**config.mk**
```make
export PLATFORM = sky130hd
export DESIGN_NAME = host_port_tag_rate_regs
export DESIGN_NICKNAME = d
export VERILOG_FILES = /design/src/verilog/host_port_pkg.sv /design/src/verilog/rate_meter.sv /design/src/verilog/host_port_tag_rate_regs.sv
export VERILOG_INCLUDE_DIRS = /design/src /design/src/verilog
export SDC_FILE = /design/constraint.sdc
export NUM_CORES = 2
export LEC_CHECK = 0
export BUFFER_PORTS_ARGS = -buffer_cell sky130_fd_sc_hd__buf_2
export CAP_MARGIN = 20
export CORE_UTILIZATION = 28
export DETAILED_ROUTE_END_ITERATION = 10
export GPL_ROUTABILITY_DRIVEN = 1
export PLACE_DENSITY = 0.46
export SLEW_MARGIN = 20
export SYNTH_ARGS = -nofsm -noshare
export SYNTH_HDL_FRONTEND = slang
export SYNTH_SLANG_ARGS = --single-unit
```
**constraint.sdc**
```tcl
create_clock -name sys_clk -period 23.7 [get_ports sys_clk]
set_clock_uncertainty 0.05 [all_clocks]
set_input_delay 5.925 -clock sys_clk [delete_from_list [all_inputs] [get_ports sys_clk]]
set_output_delay 5.925 -clock sys_clk [all_outputs]
set_load 0.05 [all_outputs]
```
**src/verilog/host_port_consts.svh**
```systemverilog
`ifndef HOST_PORT_CONSTS_SVH
`define HOST_PORT_CONSTS_SVH
// Operation
// - The default VID, resetting to 0x001, replaces the VID of untagged or null-VID ingress frames and is the lookup VID.
// - Untagged host-port frames carry the default tag, which is also what egress tagging inserts for them.
// - The default tag keeps user priority in bits 15-13 and CFI in bit 12, both resetting to zero and writable.
// - The default VID sits in bits 11-0 of the default tag register.
// - Ingress limit mode 00 counts all frames, 01 broadcast/multicast/flooded unicast, 10 broadcast/multicast, 11 broadcast only; egress counts all.
// - With the gap bit set, 12 gap bytes per frame join ingress and egress byte accounting, otherwise none.
// - With the preamble bit set, 8 preamble bytes per frame join ingress and egress accounting, otherwise none.
// - The low ingress rate register holds priority 1 in bits 14-8 and priority 0 in bits 6-0, bits 15 and 7 reserved.
// - The high ingress rate register holds priority 3 in bits 14-8 and priority 2 in bits 6-0.
// - Ingress frames of a class counted by the limit mode and above the rate set for their priority are dropped.
// - A rate code of zero, the reset value, means full line rate with no limiting.
// - Bit 7 of the low egress rate register enables egress limiting and resets to zero.
// - The low egress rate register holds priority 1 in bits 14-8 and priority 0 in bits 6-0; excess frames drop.
// - The high egress rate register holds priority 3 in bits 14-8 and priority 2 in bits 6-0, bits 15 and 7 reserved.

// ---------------------------------------------------------------
// register offsets
// ---------------------------------------------------------------
`define OFS_DEFAULT_TAG 8'hA0
`define OFS_LIMIT_CTRL 8'hA2
`define OFS_INGRESS_LO 8'hA4
`define OFS_INGRESS_HI 8'hA6
`define OFS_EGRESS_LO 8'hA8
`define OFS_EGRESS_HI 8'hAA

// ---------------------------------------------------------------
// fields and reset values
// ---------------------------------------------------------------
`define TAG_PRIO_HI 15
`define TAG_PRIO_LO 13
`define TAG_CFI_BIT 12
`define TAG_VID_HI 11
`define TAG_VID_LO 0
`define TAG_RST 16'h0001
`define MODE_HI 3
`define MODE_LO 2
`define GAP_BIT 1
`define PRE_BIT 0
`define RATE_HI_MSB 14
`define RATE_HI_LSB 8
`define RATE_LO_MSB 6
`define RATE_LO_LSB 0
`define EGR_EN_BIT 7
`define RATE_RST 7'h00
`define VID_NULL 12'h000

// ---------------------------------------------------------------
// accounting and timing
// ---------------------------------------------------------------
`define GAP_BYTES 12
`define PRE_BYTES 8
`define SYS_CLK_MHZ 20
`define WINDOW_US 1000
`define BYTES_PER_CODE 125
`endif

```
**src/verilog/host_port_pkg.sv**
```systemverilog
package host_port_pkg;
  typedef logic [11:0] vid_t;
  typedef logic [6:0] rate_code_t;
  typedef logic [15:0] reg_word_t;
  typedef enum logic [1:0] {LIM_ALL, LIM_BMF, LIM_BM, LIM_B} limit_mode_t;
endpackage : host_port_pkg

```
**src/verilog/rate_meter.sv**
```systemverilog
`timescale 1ns/100ps
`include "host_port_consts.svh"
module rate_meter
#(
  parameter int CNT_W = 24
)
(
  input wire logic sys_clk,
  input wire logic srst,
  input wire logic window_tick,
  input wire logic charge,
  input wire logic limit_on,
  input wire logic [CNT_W-1:0] bytes,
  input wire logic [CNT_W-1:0] threshold,
  output logic over
);
  logic [CNT_W-1:0] count_r;
  logic [CNT_W-1:0] base;
  logic [CNT_W:0] sum;

  // a new window starts from zero even for the frame that opens it
  assign base = window_tick ? '0 : count_r;
  assign sum = {1'b0, base} + {1'b0, bytes};
  assign over = limit_on && (sum > {1'b0, threshold});

  always_ff @(posedge sys_clk)
  begin
    if (srst)
      count_r <= '0;
    else if (charge && !over)
      count_r <= sum[CNT_W-1:0];
    else if (window_tick)
      count_r <= '0;
  end
endmodule : rate_meter

```
**src/verilog/host_port_tag_rate_regs.sv**
```systemverilog
`timescale 1ns/100ps
`include "host_port_consts.svh"
module host_port_tag_rate_regs
  import host_port_pkg::*;
#(
  parameter int WINDOW_CYCLES = `WINDOW_US * `SYS_CLK_MHZ,
  parameter int BYTES_PER_CODE = `BYTES_PER_CODE,
  parameter int LEN_W = 11,
  parameter int CNT_W = 24
)
(
  input wire logic sys_clk,
  input wire logic srst,
  input wire logic [7:0] reg_addr,
  input wire logic [15:0] reg_wdata,
  input wire logic reg_wr,
  input wire logic reg_rd,
  output logic [15:0] reg_rdata,
  input wire logic ing_req,
  input wire logic ing_tagged,
  input wire logic [11:0] ing_vid,
  input wire logic [2:0] ing_prio,
  input wire logic ing_cfi,
  input wire logic [1:0] ing_qprio,
  input wire logic ing_bcast,
  input wire logic ing_mcast,
  input wire logic ing_flood,
  input wire logic [LEN_W-1:0] ing_len,
  output logic ing_done,
  output logic ing_drop,
  output logic [11:0] ing_vid_out,
  output logic [2:0] ing_prio_out,
  output logic ing_cfi_out,
  input wire logic egr_req,
  input wire logic egr_untagged,
  input wire logic [1:0] egr_qprio,
  input wire logic [LEN_W-1:0] egr_len,
  output logic egr_done,
  output logic egr_drop,
  output logic egr_insert_tag,
  output logic [15:0] egr_tag_out
);
  if (WINDOW_CYCLES < 2 || BYTES_PER_CODE < 1 || LEN_W < 1 ||
      CNT_W < LEN_W + 8)
  begin : g_bad_params
    $error("host_port_tag_rate_regs: bad parameters");
  end

  // ---------------------------------------------------------------
  // helpers
  // ---------------------------------------------------------------
  function automatic logic [CNT_W-1:0] code_budget(input rate_code_t c);
    code_budget = CNT_W'(c * BYTES_PER_CODE);
  endfunction : code_budget

  function automatic logic [CNT_W-1:0] frame_bytes(
    input logic [LEN_W-1:0] len, input logic gap, input logic pre);
    logic [CNT_W-1:0] b;
    b = CNT_W'(len);
    if (gap)
      b = b + CNT_W'(`GAP_BYTES);
    if (pre)
      b = b + CNT_W'(`PRE_BYTES);
    frame_bytes = b;
  endfunction : frame_bytes

  // ---------------------------------------------------------------
  // register state
  // ---------------------------------------------------------------
  logic [15:0] tag_r;
  limit_mode_t mode_r;
  logic gap_r;
  logic pre_r;
  rate_code_t irate_r [4];
  rate_code_t erate_r [4];
  logic egr_en_r;
  logic [15:0] rd_nxt;

  always_ff @(posedge sys_clk)
  begin
    if (srst)
      tag_r <= `TAG_RST;
    else if (reg_wr && reg_addr == `OFS_DEFAULT_TAG)
      tag_r <= reg_wdata;
  end

  always_ff @(posedge sys_clk)
  begin
    if (srst)
    begin
      mode_r <= LIM_ALL;
      gap_r <= 1'b0;
      pre_r <= 1'b0;
    end
    else if (reg_wr && reg_addr == `OFS_LIMIT_CTRL)
    begin
      mode_r <= limit_mode_t'(reg_wdata[`MODE_HI:`MODE_LO]);
      gap_r <= reg_wdata[`GAP_BIT];
      pre_r <= reg_wdata[`PRE_BIT];
    end
  end

  always_ff @(posedge sys_clk)
  begin
    if (srst)
    begin
      for (int i = 0; i < 4; i++)
        irate_r[i] <= `RATE_RST;
    end
    else if (reg_wr && reg_addr == `OFS_INGRESS_LO)
    begin
      irate_r[1] <= reg_wdata[`RATE_HI_MSB:`RATE_HI_LSB];
      irate_r[0] <= reg_wdata[`RATE_LO_MSB:`RATE_LO_LSB];
    end
    else if (reg_wr && reg_addr == `OFS_INGRESS_HI)
    begin
      irate_r[3] <= reg_wdata[`RATE_HI_MSB:`RATE_HI_LSB];
      irate_r[2] <= reg_wdata[`RATE_LO_MSB:`RATE_LO_LSB];
    end
  end

  always_ff @(posedge sys_clk)
  begin
    if (srst)
    begin
      for (int i = 0; i < 4; i++)
        erate_r[i] <= `RATE_RST;
      egr_en_r <= 1'b0;
    end
    else if (reg_wr && reg_addr == `OFS_EGRESS_LO)
    begin
      erate_r[1] <= reg_wdata[`RATE_HI_MSB:`RATE_HI_LSB];
      egr_en_r <= reg_wdata[`EGR_EN_BIT];
      erate_r[0] <= reg_wdata[`RATE_LO_MSB:`RATE_LO_LSB];
    end
    else if (reg_wr && reg_addr == `OFS_EGRESS_HI)
    begin
      erate_r[3] <= reg_wdata[`RATE_HI_MSB:`RATE_HI_LSB];
      erate_r[2] <= reg_wdata[`RATE_LO_MSB:`RATE_LO_LSB];
    end
  end

  // ---------------------------------------------------------------
  // read back
  // ---------------------------------------------------------------
  // reserved bits are never stored, so they cannot read back as one
  always_comb
  begin
    rd_nxt = 16'h0000;
    case (reg_addr)
      `OFS_DEFAULT_TAG: rd_nxt = tag_r;
      `OFS_LIMIT_CTRL: rd_nxt = {12'h000, mode_r, gap_r, pre_r};
      `OFS_INGRESS_LO: rd_nxt = {1'b0, irate_r[1], 1'b0, irate_r[0]};
      `OFS_INGRESS_HI: rd_nxt = {1'b0, irate_r[3], 1'b0, irate_r[2]};
      `OFS_EGRESS_LO: rd_nxt = {1'b0, erate_r[1], egr_en_r, erate_r[0]};
      `OFS_EGRESS_HI: rd_nxt = {1'b0, erate_r[3], 1'b0, erate_r[2]};
      default: rd_nxt = 16'h0000;
    endcase
  end

  always_ff @(posedge sys_clk)
  begin
    if (srst)
      reg_rdata <= 16'h0000;
    else if (reg_rd)
      reg_rdata <= rd_nxt;
    else
      reg_rdata <= 16'h0000;
  end

  // ---------------------------------------------------------------
  // measurement window
  // ---------------------------------------------------------------
  logic [31:0] win_cnt_r;
  logic window_tick;

  assign window_tick = (win_cnt_r == 32'(WINDOW_CYCLES - 1));

  always_ff @(posedge sys_clk)
  begin
    if (srst || window_tick)
      win_cnt_r <= 32'h00000000;
    else
      win_cnt_r <= win_cnt_r + 32'h00000001;
  end

  // ---------------------------------------------------------------
  // classification and meters
  // ---------------------------------------------------------------
  logic ing_untag;
  logic ing_counted;
  logic [CNT_W-1:0] ing_bytes;
  logic [CNT_W-1:0] egr_bytes;
  logic [7:0] over_vec;

  // a tagged frame with VID zero keeps its priority, takes our VID
  assign ing_untag = !ing_tagged || ing_vid == `VID_NULL;

  always_comb
  begin
    case (mode_r)
      LIM_ALL: ing_counted = 1'b1;
      LIM_BMF: ing_counted = ing_bcast || ing_mcast || ing_flood;
      LIM_BM: ing_counted = ing_bcast || ing_mcast;
      LIM_B: ing_counted = ing_bcast;
      default: ing_counted = 1'b1;
    endcase
  end

  assign ing_bytes = frame_bytes(ing_len, gap_r, pre_r);
  assign egr_bytes = frame_bytes(egr_len, gap_r, pre_r);

  // one meter per priority and direction; meters 0-3 ingress
  for (genvar g = 0; g < 8; g++)
  begin : g_meter
    logic chg;
    logic lim;
    logic [CNT_W-1:0] byt;
    logic [CNT_W-1:0] thr;
    if (g < 4)
    begin : g_in
      assign chg = ing_req && ing_counted && ing_qprio == 2'(g);
      assign lim = irate_r[g] != `RATE_RST;
      assign byt = ing_bytes;
      assign thr = code_budget(irate_r[g]);
    end
    else
    begin : g_eg
      assign chg = egr_req && egr_qprio == 2'(g - 4);
      assign lim = egr_en_r && erate_r[g-4] != `RATE_RST;
      assign byt = egr_bytes;
      assign thr = code_budget(erate_r[g-4]);
    end
    rate_meter #(.CNT_W(CNT_W)) u_meter (
      .sys_clk(sys_clk),
      .srst(srst),
      .window_tick(window_tick),
      .charge(chg),
      .limit_on(lim),
      .bytes(byt),
      .threshold(thr),
      .over(over_vec[g])
    );
  end

  // ---------------------------------------------------------------
  // ingress answer
  // ---------------------------------------------------------------
  always_ff @(posedge sys_clk)
  begin
    if (srst)
    begin
      ing_done <= 1'b0;
      ing_drop <= 1'b0;
      ing_vid_out <= `VID_NULL;
      ing_prio_out <= 3'h0;
      ing_cfi_out <= 1'b0;
    end
    else
    begin
      ing_done <= ing_req;
      ing_drop <= ing_req && ing_counted && over_vec[ing_qprio];
      if (ing_req)
      begin
        ing_vid_out <= ing_untag ? tag_r[`TAG_VID_HI:`TAG_VID_LO]
                                 : ing_vid;
        ing_prio_out <= ing_tagged ? ing_prio
                                   : tag_r[`TAG_PRIO_HI:`TAG_PRIO_LO];
        ing_cfi_out <= ing_tagged ? ing_cfi : tag_r[`TAG_CFI_BIT];
      end
    end
  end

  // ---------------------------------------------------------------
  // egress answer
  // ---------------------------------------------------------------
  always_ff @(posedge sys_clk)
  begin
    if (srst)
    begin
      egr_done <= 1'b0;
      egr_drop <= 1'b0;
      egr_insert_tag <= 1'b0;
      egr_tag_out <= `TAG_RST;
    end
    else
    begin
      egr_done <= egr_req;
      egr_drop <= egr_req && over_vec[4 + {1'b0, egr_qprio}];
      egr_insert_tag <= egr_req && egr_untagged;
      if (egr_req)
        egr_tag_out <= tag_r;
    end
  end
endmodule : host_port_tag_rate_regs

```
# After elaboration in Yosys (flattened, before gate mapping)
# Memories as Yosys holds them, arrays and structs flattened.
# Index checks and enable logic that the tools add are counted.
classes:
  addsub: 14
  n_mul: 8
  n_lt_le_gt_ge: 10
  n_eq_ne: 16
  muxes: 53
  bitwise_logic: 9
  reduce_logical: 64
ops:
  columns: ["op", "n"]
  rows:
  - ["2-to-1 mux 24 bit", 18]
  - ["adder 24 x 24 -> 25 bit", 8]
  - ["> comparator 25 x 14 -> 1 bit", 8]
  - ["multiplier 7 x 7 -> 14 bit (second input constant)", 8]
  - ["case mux 16 bit (6 select lines)", 1]
  - ["2-to-1 mux 7 bit", 8]
  - ["nonzero test 7 bit", 8]
  - ["adder 24 x 4 -> 24 bit (second input constant)", 2]
  - ["== test 8 bit (second input constant)", 6]
  - ["logical AND 1 bit", 38]
  - ["2-to-1 mux 12 bit", 3]
  - ["adder 32 x 1 -> 32 bit (second input constant)", 1]
  - ["== test 32 x 15 -> 1 bit (second input constant)", 1]
  - ["adder 11 x 4 -> 12 bit (second input constant)", 2]
  - ["2-to-1 mux 1 bit", 19]
  - ["== test 2 bit (second input constant)", 6]
  - ["zero test 12 bit", 1]
  - ["zero test 1 bit", 9]
  - ["OR 1 bit", 8]
  - ["== test 2 x 1 -> 1 bit (second input constant)", 3]
  - ["zero test 2 bit", 3]
  - ["adder 3 x 2 -> 4 bit (first input constant)", 1]
  - ["logical OR 1 bit", 4]
  - ["< comparator 2 x 4 -> 1 bit (second input constant)", 1]
  - ["other kinds (7)", 7]
word_totals:
  reg_bits: 298
  ramBits: 56
  mem_count: 2
mem_list:
  columns: ["name", "words", "word_bits", "read_ports", "rd_clocked_by_memory_dff", "write_ports", "line", "source"]
  rows:
  - ["erate_r", 4, 7, 4, 0, 4, "host_port_tag_rate_regs.sv:75", "rate_code_t erate_r [4];"]
  - ["irate_r", 4, 7, 4, 0, 4, "host_port_tag_rate_regs.sv:74", "rate_code_t irate_r [4];"]

# Depth between registers and ports, before layout
depth:
  depth_word: 10
  depth_mapped: 41
  depth_no_buf: 31

# Hierarchy
# A second synthesis with hierarchy kept.
hier_totals:
  cells_unflattened: 4935
  area_unflattened_um2: 41997.8
modules_own_cells:
  columns: ["mod", "instances", "cells_per_inst", "area_each_um2"]
  rows:
  - ["host_port_tag_rate_regs", 1, 1816, 17703.2]
  - ["rate_meter (g_meter[3].u_meter ...)", 4, 429, 3216.8]
  - ["rate_meter (g_meter[0].u_meter ...)", 3, 347, 2817.7]
  - ["rate_meter (g_meter[7].u_meter)", 1, 362, 2974.1]

# Least setup slack after synthesis
# No wires, ideal clock.
synth_timing:
  path_type: "input-to-reg"
  start: "input ing_len[2]"
  end: "register g_meter[0].u_meter.count_r[20]"
  t_arrival_ps: 11716
  t_required_ps: 23580
  slack_ps: 11864
  stages: 30
  n_path_buf: 1
  cell_sequence: "inv_1 -> ha_1 -> nand2b_1 -> xnor2_1 -> ha_1 -> nand3_1 -> mux2i_1 -> nor2_1 -> ha_1 -> or2_2 -> o41ai_1 -> a211oi_1 -> mux2_2 -> o32ai_1 -> and2_1 -> o21ai_0 -> xor2_1 -> ha_1 -> nand4_1 -> nor2_1 -> nand3_1 -> o21ai_0 -> a31oi_1 -> a2111oi_2 -> o211ai_1 -> o31ai_2 -> nand2_1 -> buf_2 -> or4_1 -> a21oi_1"
synth_via:
  elab_chain_cells: 10
synth_lines:
  columns: ["item", "line", "source"]
  rows:
  - ["start, declared", "host_port_tag_rate_regs.sv:28", "input wire logic [LEN_W-1:0] ing_len,"]
  - ["adder 11 x 4 -> 12 bit", "host_port_tag_rate_regs.sv:61", "b = b + CNT_W'(`GAP_BYTES);"]
  - ["2-to-1 mux 12 bit (*)", "host_port_tag_rate_regs.sv:60", "if (gap)"]
  - ["adder 24 x 4 -> 24 bit", "host_port_tag_rate_regs.sv:63", "b = b + CNT_W'(`PRE_BYTES);"]
  - ["2-to-1 mux 24 bit (*)", "host_port_tag_rate_regs.sv:62", "if (pre)"]
  - ["adder 24 x 24 -> 25 bit (*)", "rate_meter.sv:23", "assign sum = {1'b0, base} + {1'b0, bytes};"]
  - ["> comparator 25 x 14 -> 1 bit", "rate_meter.sv:24", "assign over = limit_on && (sum > {1'b0, threshold});"]
  - ["logical AND 1 bit", "rate_meter.sv:24", null]
  - ["zero test 1 bit", "rate_meter.sv:30", "else if (charge && !over)"]
  - ["logical AND 1 bit", "rate_meter.sv:30", null]
  - ["2-to-1 mux 24 bit (*)", "rate_meter.sv:30", null]
  - ["end signal, assigned", "rate_meter.sv:31", "count_r <= sum[CNT_W-1:0];"]
  - ["end, declared", "rate_meter.sv:17", "logic [CNT_W-1:0] count_r;"]
# Mark *: on every way between the ends. The rest lies on a longest branch, timed or not.
# A chain may end at the register's enable or synchronous reset.

# Worst setup path after layout
layout_timing:
  start: "input ing_len[2]"
  end: "register g_meter[1].u_meter.count_r[2]"
layout_via:
  elab_chain_cells: 10
layout_lines:
  columns: ["item", "line"]
  rows:
  - ["adder 11 x 4 -> 12 bit", "host_port_tag_rate_regs.sv:61"]
  - ["2-to-1 mux 12 bit (*)", "host_port_tag_rate_regs.sv:60"]
  - ["adder 24 x 4 -> 24 bit", "host_port_tag_rate_regs.sv:63"]
  - ["2-to-1 mux 24 bit (*)", "host_port_tag_rate_regs.sv:62"]
  - ["adder 24 x 24 -> 25 bit (*)", "rate_meter.sv:23"]
  - ["> comparator 25 x 14 -> 1 bit", "rate_meter.sv:24"]
  - ["logical AND 1 bit", "rate_meter.sv:24"]
  - ["zero test 1 bit", "rate_meter.sv:30"]
  - ["logical AND 1 bit", "rate_meter.sv:30"]
  - ["2-to-1 mux 24 bit (*)", "rate_meter.sv:30"]
  - ["end signal, assigned", "rate_meter.sv:31"]
  - ["end, declared", "rate_meter.sv:17"]
# Marks and branches as above.

==> reports/qor.json <==
{
  "run_status": "finished, final reports clean",
  "synth.area.top_cells": "ha_1 (17%), dfxtp_1 (16%), fa_1 (8.3%)",
  "power.sequential.fraction": 0.227,
  "timing.critical_path.required_ns": 24.23,
  "leakagePower_nw": 17.85,
  "synth_enable_flop_cells": 56,
  "io_buffers": 129,
  "setup_viol_count_final": 0,
  "first_global_vias": 29980,
  "cts_root_buffer": "clkbuf_16",
  "clock_insertion_delay_worst_skew_ns": 0.67,
  "routed_wire_length_per_instance_um": 18.60,
  "initial_utilization": 0.2832,
  "critical_path.endpoint_type": "flop",
  "netlist_top_cells_count": "ha_1 (509), inv_1 (449), nand2_1 (324), dfxtp_1 (298), nor2_1 (294)",
  "cts_setup_buffers": 0,
  "synth.distinct_cells": 120,
  "fmaxAchievable_ghz": 0.07716,
  "syn_inst": 4342,
  "cts.sinks": 354,
  "grt_usage": 0.1719,
  "drive_gt1_frac": 0.07729,
  "timing.hold.ws_ns": 0.4076,
  "worst_setup_path_start_kind": "input pin",
  "antenna_violations_before_repair": 5,
  "drc_viols": 0,
  "power_frac_comb": 0.501,
  "floorplan.die.width_um": 364.6,
  "cellPowerDensity_mw_per_mm2": 70.79,
  "period_minus_slack_ns": 12.96,
  "grt_pass1_wl_um": 179000,
  "hold_path_class": "flop to flop",
  "floorplan.io_pins": 130,
  "min_period_over_period": 0.5468,
  "synth.cell_area_sq_mm": 0.03682,
  "antenna_violating_nets_post_route": 0,
  "max-slew-margin-rel": 0.2698,
  "irDropWorstVdd_uv": 65.74,
  "clkSlewWorstSetupHoldPaths_ns": 0.06,
  "via_per_inst": 5.028,
  "post-route-cell-area_sq_mm": 0.04110,
  "post_cts_resize_count": 0,
  "power_switching_share": 0.4060,
  "syn-mean-instance-area_sq_um": 8.479,
  "synth_top_cell_by_area": "ha_1",
  "tritoncts": "yes",
  "yosys_warnings": 0,
  "p_clk_frac": 0.273,
  "fin_setup_tns_ns": 0,
  "max_cap_violations": 0,
  "postSynth.asyncResetShare": 0,
  "vias": 31160,
  "final_hpwl_from_detailed_placement_um": 89250,
  "synth_seq_area_share": 0.2077,
  "finalHoldViolCount": 0,
  "total_switching_power_mw": 1.181,
  "h-tree-depth": 2,
  "flop_and_latch_count_out_of_synthesis": 354,
  "worst_slew_pin_slew_ns": 1.081,
  "first_iter_violations": 1909,
  "placeableCoreArea_sq_mm": 0.1300,
  "commonest_register_cell_after_synthesis": "dfxtp_1",
  "grt_util_met3": 0.02196,
  "yosysMostFrequentCell": "ha_1",
  "areaGrowthSynthToFinish_pct": 11.64,
  "cts-root-to-sink-buffers": 3,
  "hold_bufs_at_cts": 0,
  "drt-total-wl_um": 115300,
  "crit_type": "input pin to flop",
  "report.final.slew_viol_count": 0,
  "die-height_um": 364.6,
  "post-synth-top-area-fraction": 0.1730,
  "timing.critical_path.fanout_max": 13,
  "internal_portion_of_total_power_mw": 1.728,
  "maximum_number_of_pins_on_one_net_before_global_route_repair": 77,
  "rsz0062_at_grt": "false",
  "post_dp_cell_area_sq_mm": 0.03937,
  "nFillCells": 13850,
  "cts_buffers": 50,
  "grt.met2_usage": 0.2677,
  "gr-total-overflow": 0,
  "rows": 132,
  "gpl.final_weighted_congestion": 0.8558,
  "global_route.peak_usage_layer": "met2",
  "nets": 5151,
  "arrival_ns": 13.49,
  "die_area_sq_mm": 0.1329,
  "global_route_met1_utilization": 0.2499,
  "drt_pass1_iterations": 8
}
-- kinds of logic after synthesis --
kind of cell / share of synthesized area
AND/OR/NAND/NOR: 0.1890
XOR/XNOR: 0.07623
other: 0.0001019
flip-flops: 0.2077
AO/OA/AOI/OAI: 0.1739
buffers and inverters: 0.06301
adder cells (fa/ha/maj): 0.2568
multiplexers: 0.03320
-- flip-flops by register name, indices dropped and copies added, names as in the netlist --
register	flops
g_meter.u_meter.count_r	192
win_cnt_r	32
erate_r	28
irate_r	28
egr_tag_out	16
reg_rdata	16
tag_r	16
ing_vid_out	12
ing_prio_out	3
mode_r	2
egr_done	1
egr_drop	1
egr_en_r	1
egr_insert_tag	1
gap_r	1
ing_cfi_out	1
ing_done	1
ing_drop	1
pre_r	1
-- power groups by stage --
stage / logic [mW] / clock network [mW] / registers [mW]
global placement: 1.45 / 0 / 0.672
global route: 1.67 / 0.837 / 0.662
finish: 1.46 / 0.794 / 0.659
floorplan: 1.10 / 0 / 0.668
detailed placement: 1.46 / 0 / 0.673
CTS: 1.47 / 0.818 / 0.660
-- worst max-delay path: stages --
cell and delay, ns:
buf_2 0.15, inv_1 0.06, ha_1 0.28, nand2b_1 0.19, xnor2_1 0.20, ha_1 0.22, nand3_1 0.10, mux2i_1 0.37
o211ai_1 0.28, o41a_1 0.67, inv_1 0.39, ha_1 0.34, nor2b_1 0.17, a32o_1 0.29, a31oi_2 0.33, nand2b_1 0.09
a21oi_1 0.27, xor2_1 0.14, ha_1 0.32, nand4_1 0.09, nor4_1 0.37, nand2b_1 0.16, o311a_1 0.25, o311a_1 0.19
o21ai_1 0.16, or2_1 0.48, nor2_1 0.80, o2bb2ai_1 0.19
-- cell type report --
cell class,instances,area (sq um),area share
sequential,354,7647,0.1861
tap,1742,2180,0.05303
antenna,4,10.01,0.0002435
clock inverter,22,301.5,0.007337
multi-input combinational,3393,26950,0.6557
inverter,451,1698,0.04131
clock buffer,68,1409,0.03428
timing repair buffer,163,907.1,0.02207
-- routing by layer --
metal	vias up	share of wire
met5	-	0.000087
met4	2	0.018
met3	103	0.047
met2	726	0.43
met1	14870	0.50
li1	15460	-
-- stage by stage --
stage | std cells | worst slack, ns | power (mW) | util
2_1_floorplan | 4349 | 11.86 | 1.771 | -
6_report | 6197 | 10.74 | 2.910 | 0.3162
3_5_place_dp | 6103 | 9.998 | 2.130 | 0.3029
5_1_grt | 6196 | 10.18 | 3.174 | 0.3162
4_1_cts | 6193 | 10.66 | 2.950 | 0.3161
3_3_place_gp | 6103 | 10.06 | 2.123 | 0.3029
-- layout by cell type, fill, tap and decap left out, types with 33 or more instances in the layout --
cell type,count
nand3_1,130
buf_4,34
ha_1,509
buf_2,128
a21o_1,66
clkbuf_16,50
o21a_1,44
dfxtp_1,298
fa_1,152
xnor2_1,184
o21ai_0,190
nand2_1,323
nor2b_1,42
mux2i_1,112
nand4_1,67
a21oi_1,277
xor2_1,89
and3_1,43
nor3_1,70
a211oi_1,45
edfxtp_1,56
nor4_1,33
nor2_1,292
and2_1,162
inv_1,449
nand2b_1,36
or3_1,41
-- path summary, 6_finish.rpt --
path	from	end	slack, ns	depth (start not counted)
min reg2reg	g_meter[1].u_meter.count_r[12]	g_meter[1].u_meter.count_r[12]	0.41	2
max	ing_len[2]	g_meter[1].u_meter.count_r[2]	10.74	28
min	g_meter[1].u_meter.count_r[12]	g_meter[1].u_meter.count_r[12]	0.41	2
max reg2reg	win_cnt_r[0]	g_meter[3].u_meter.count_r[21]	14.99	33
No activity file was read; power rests on OpenSTA's default activity.
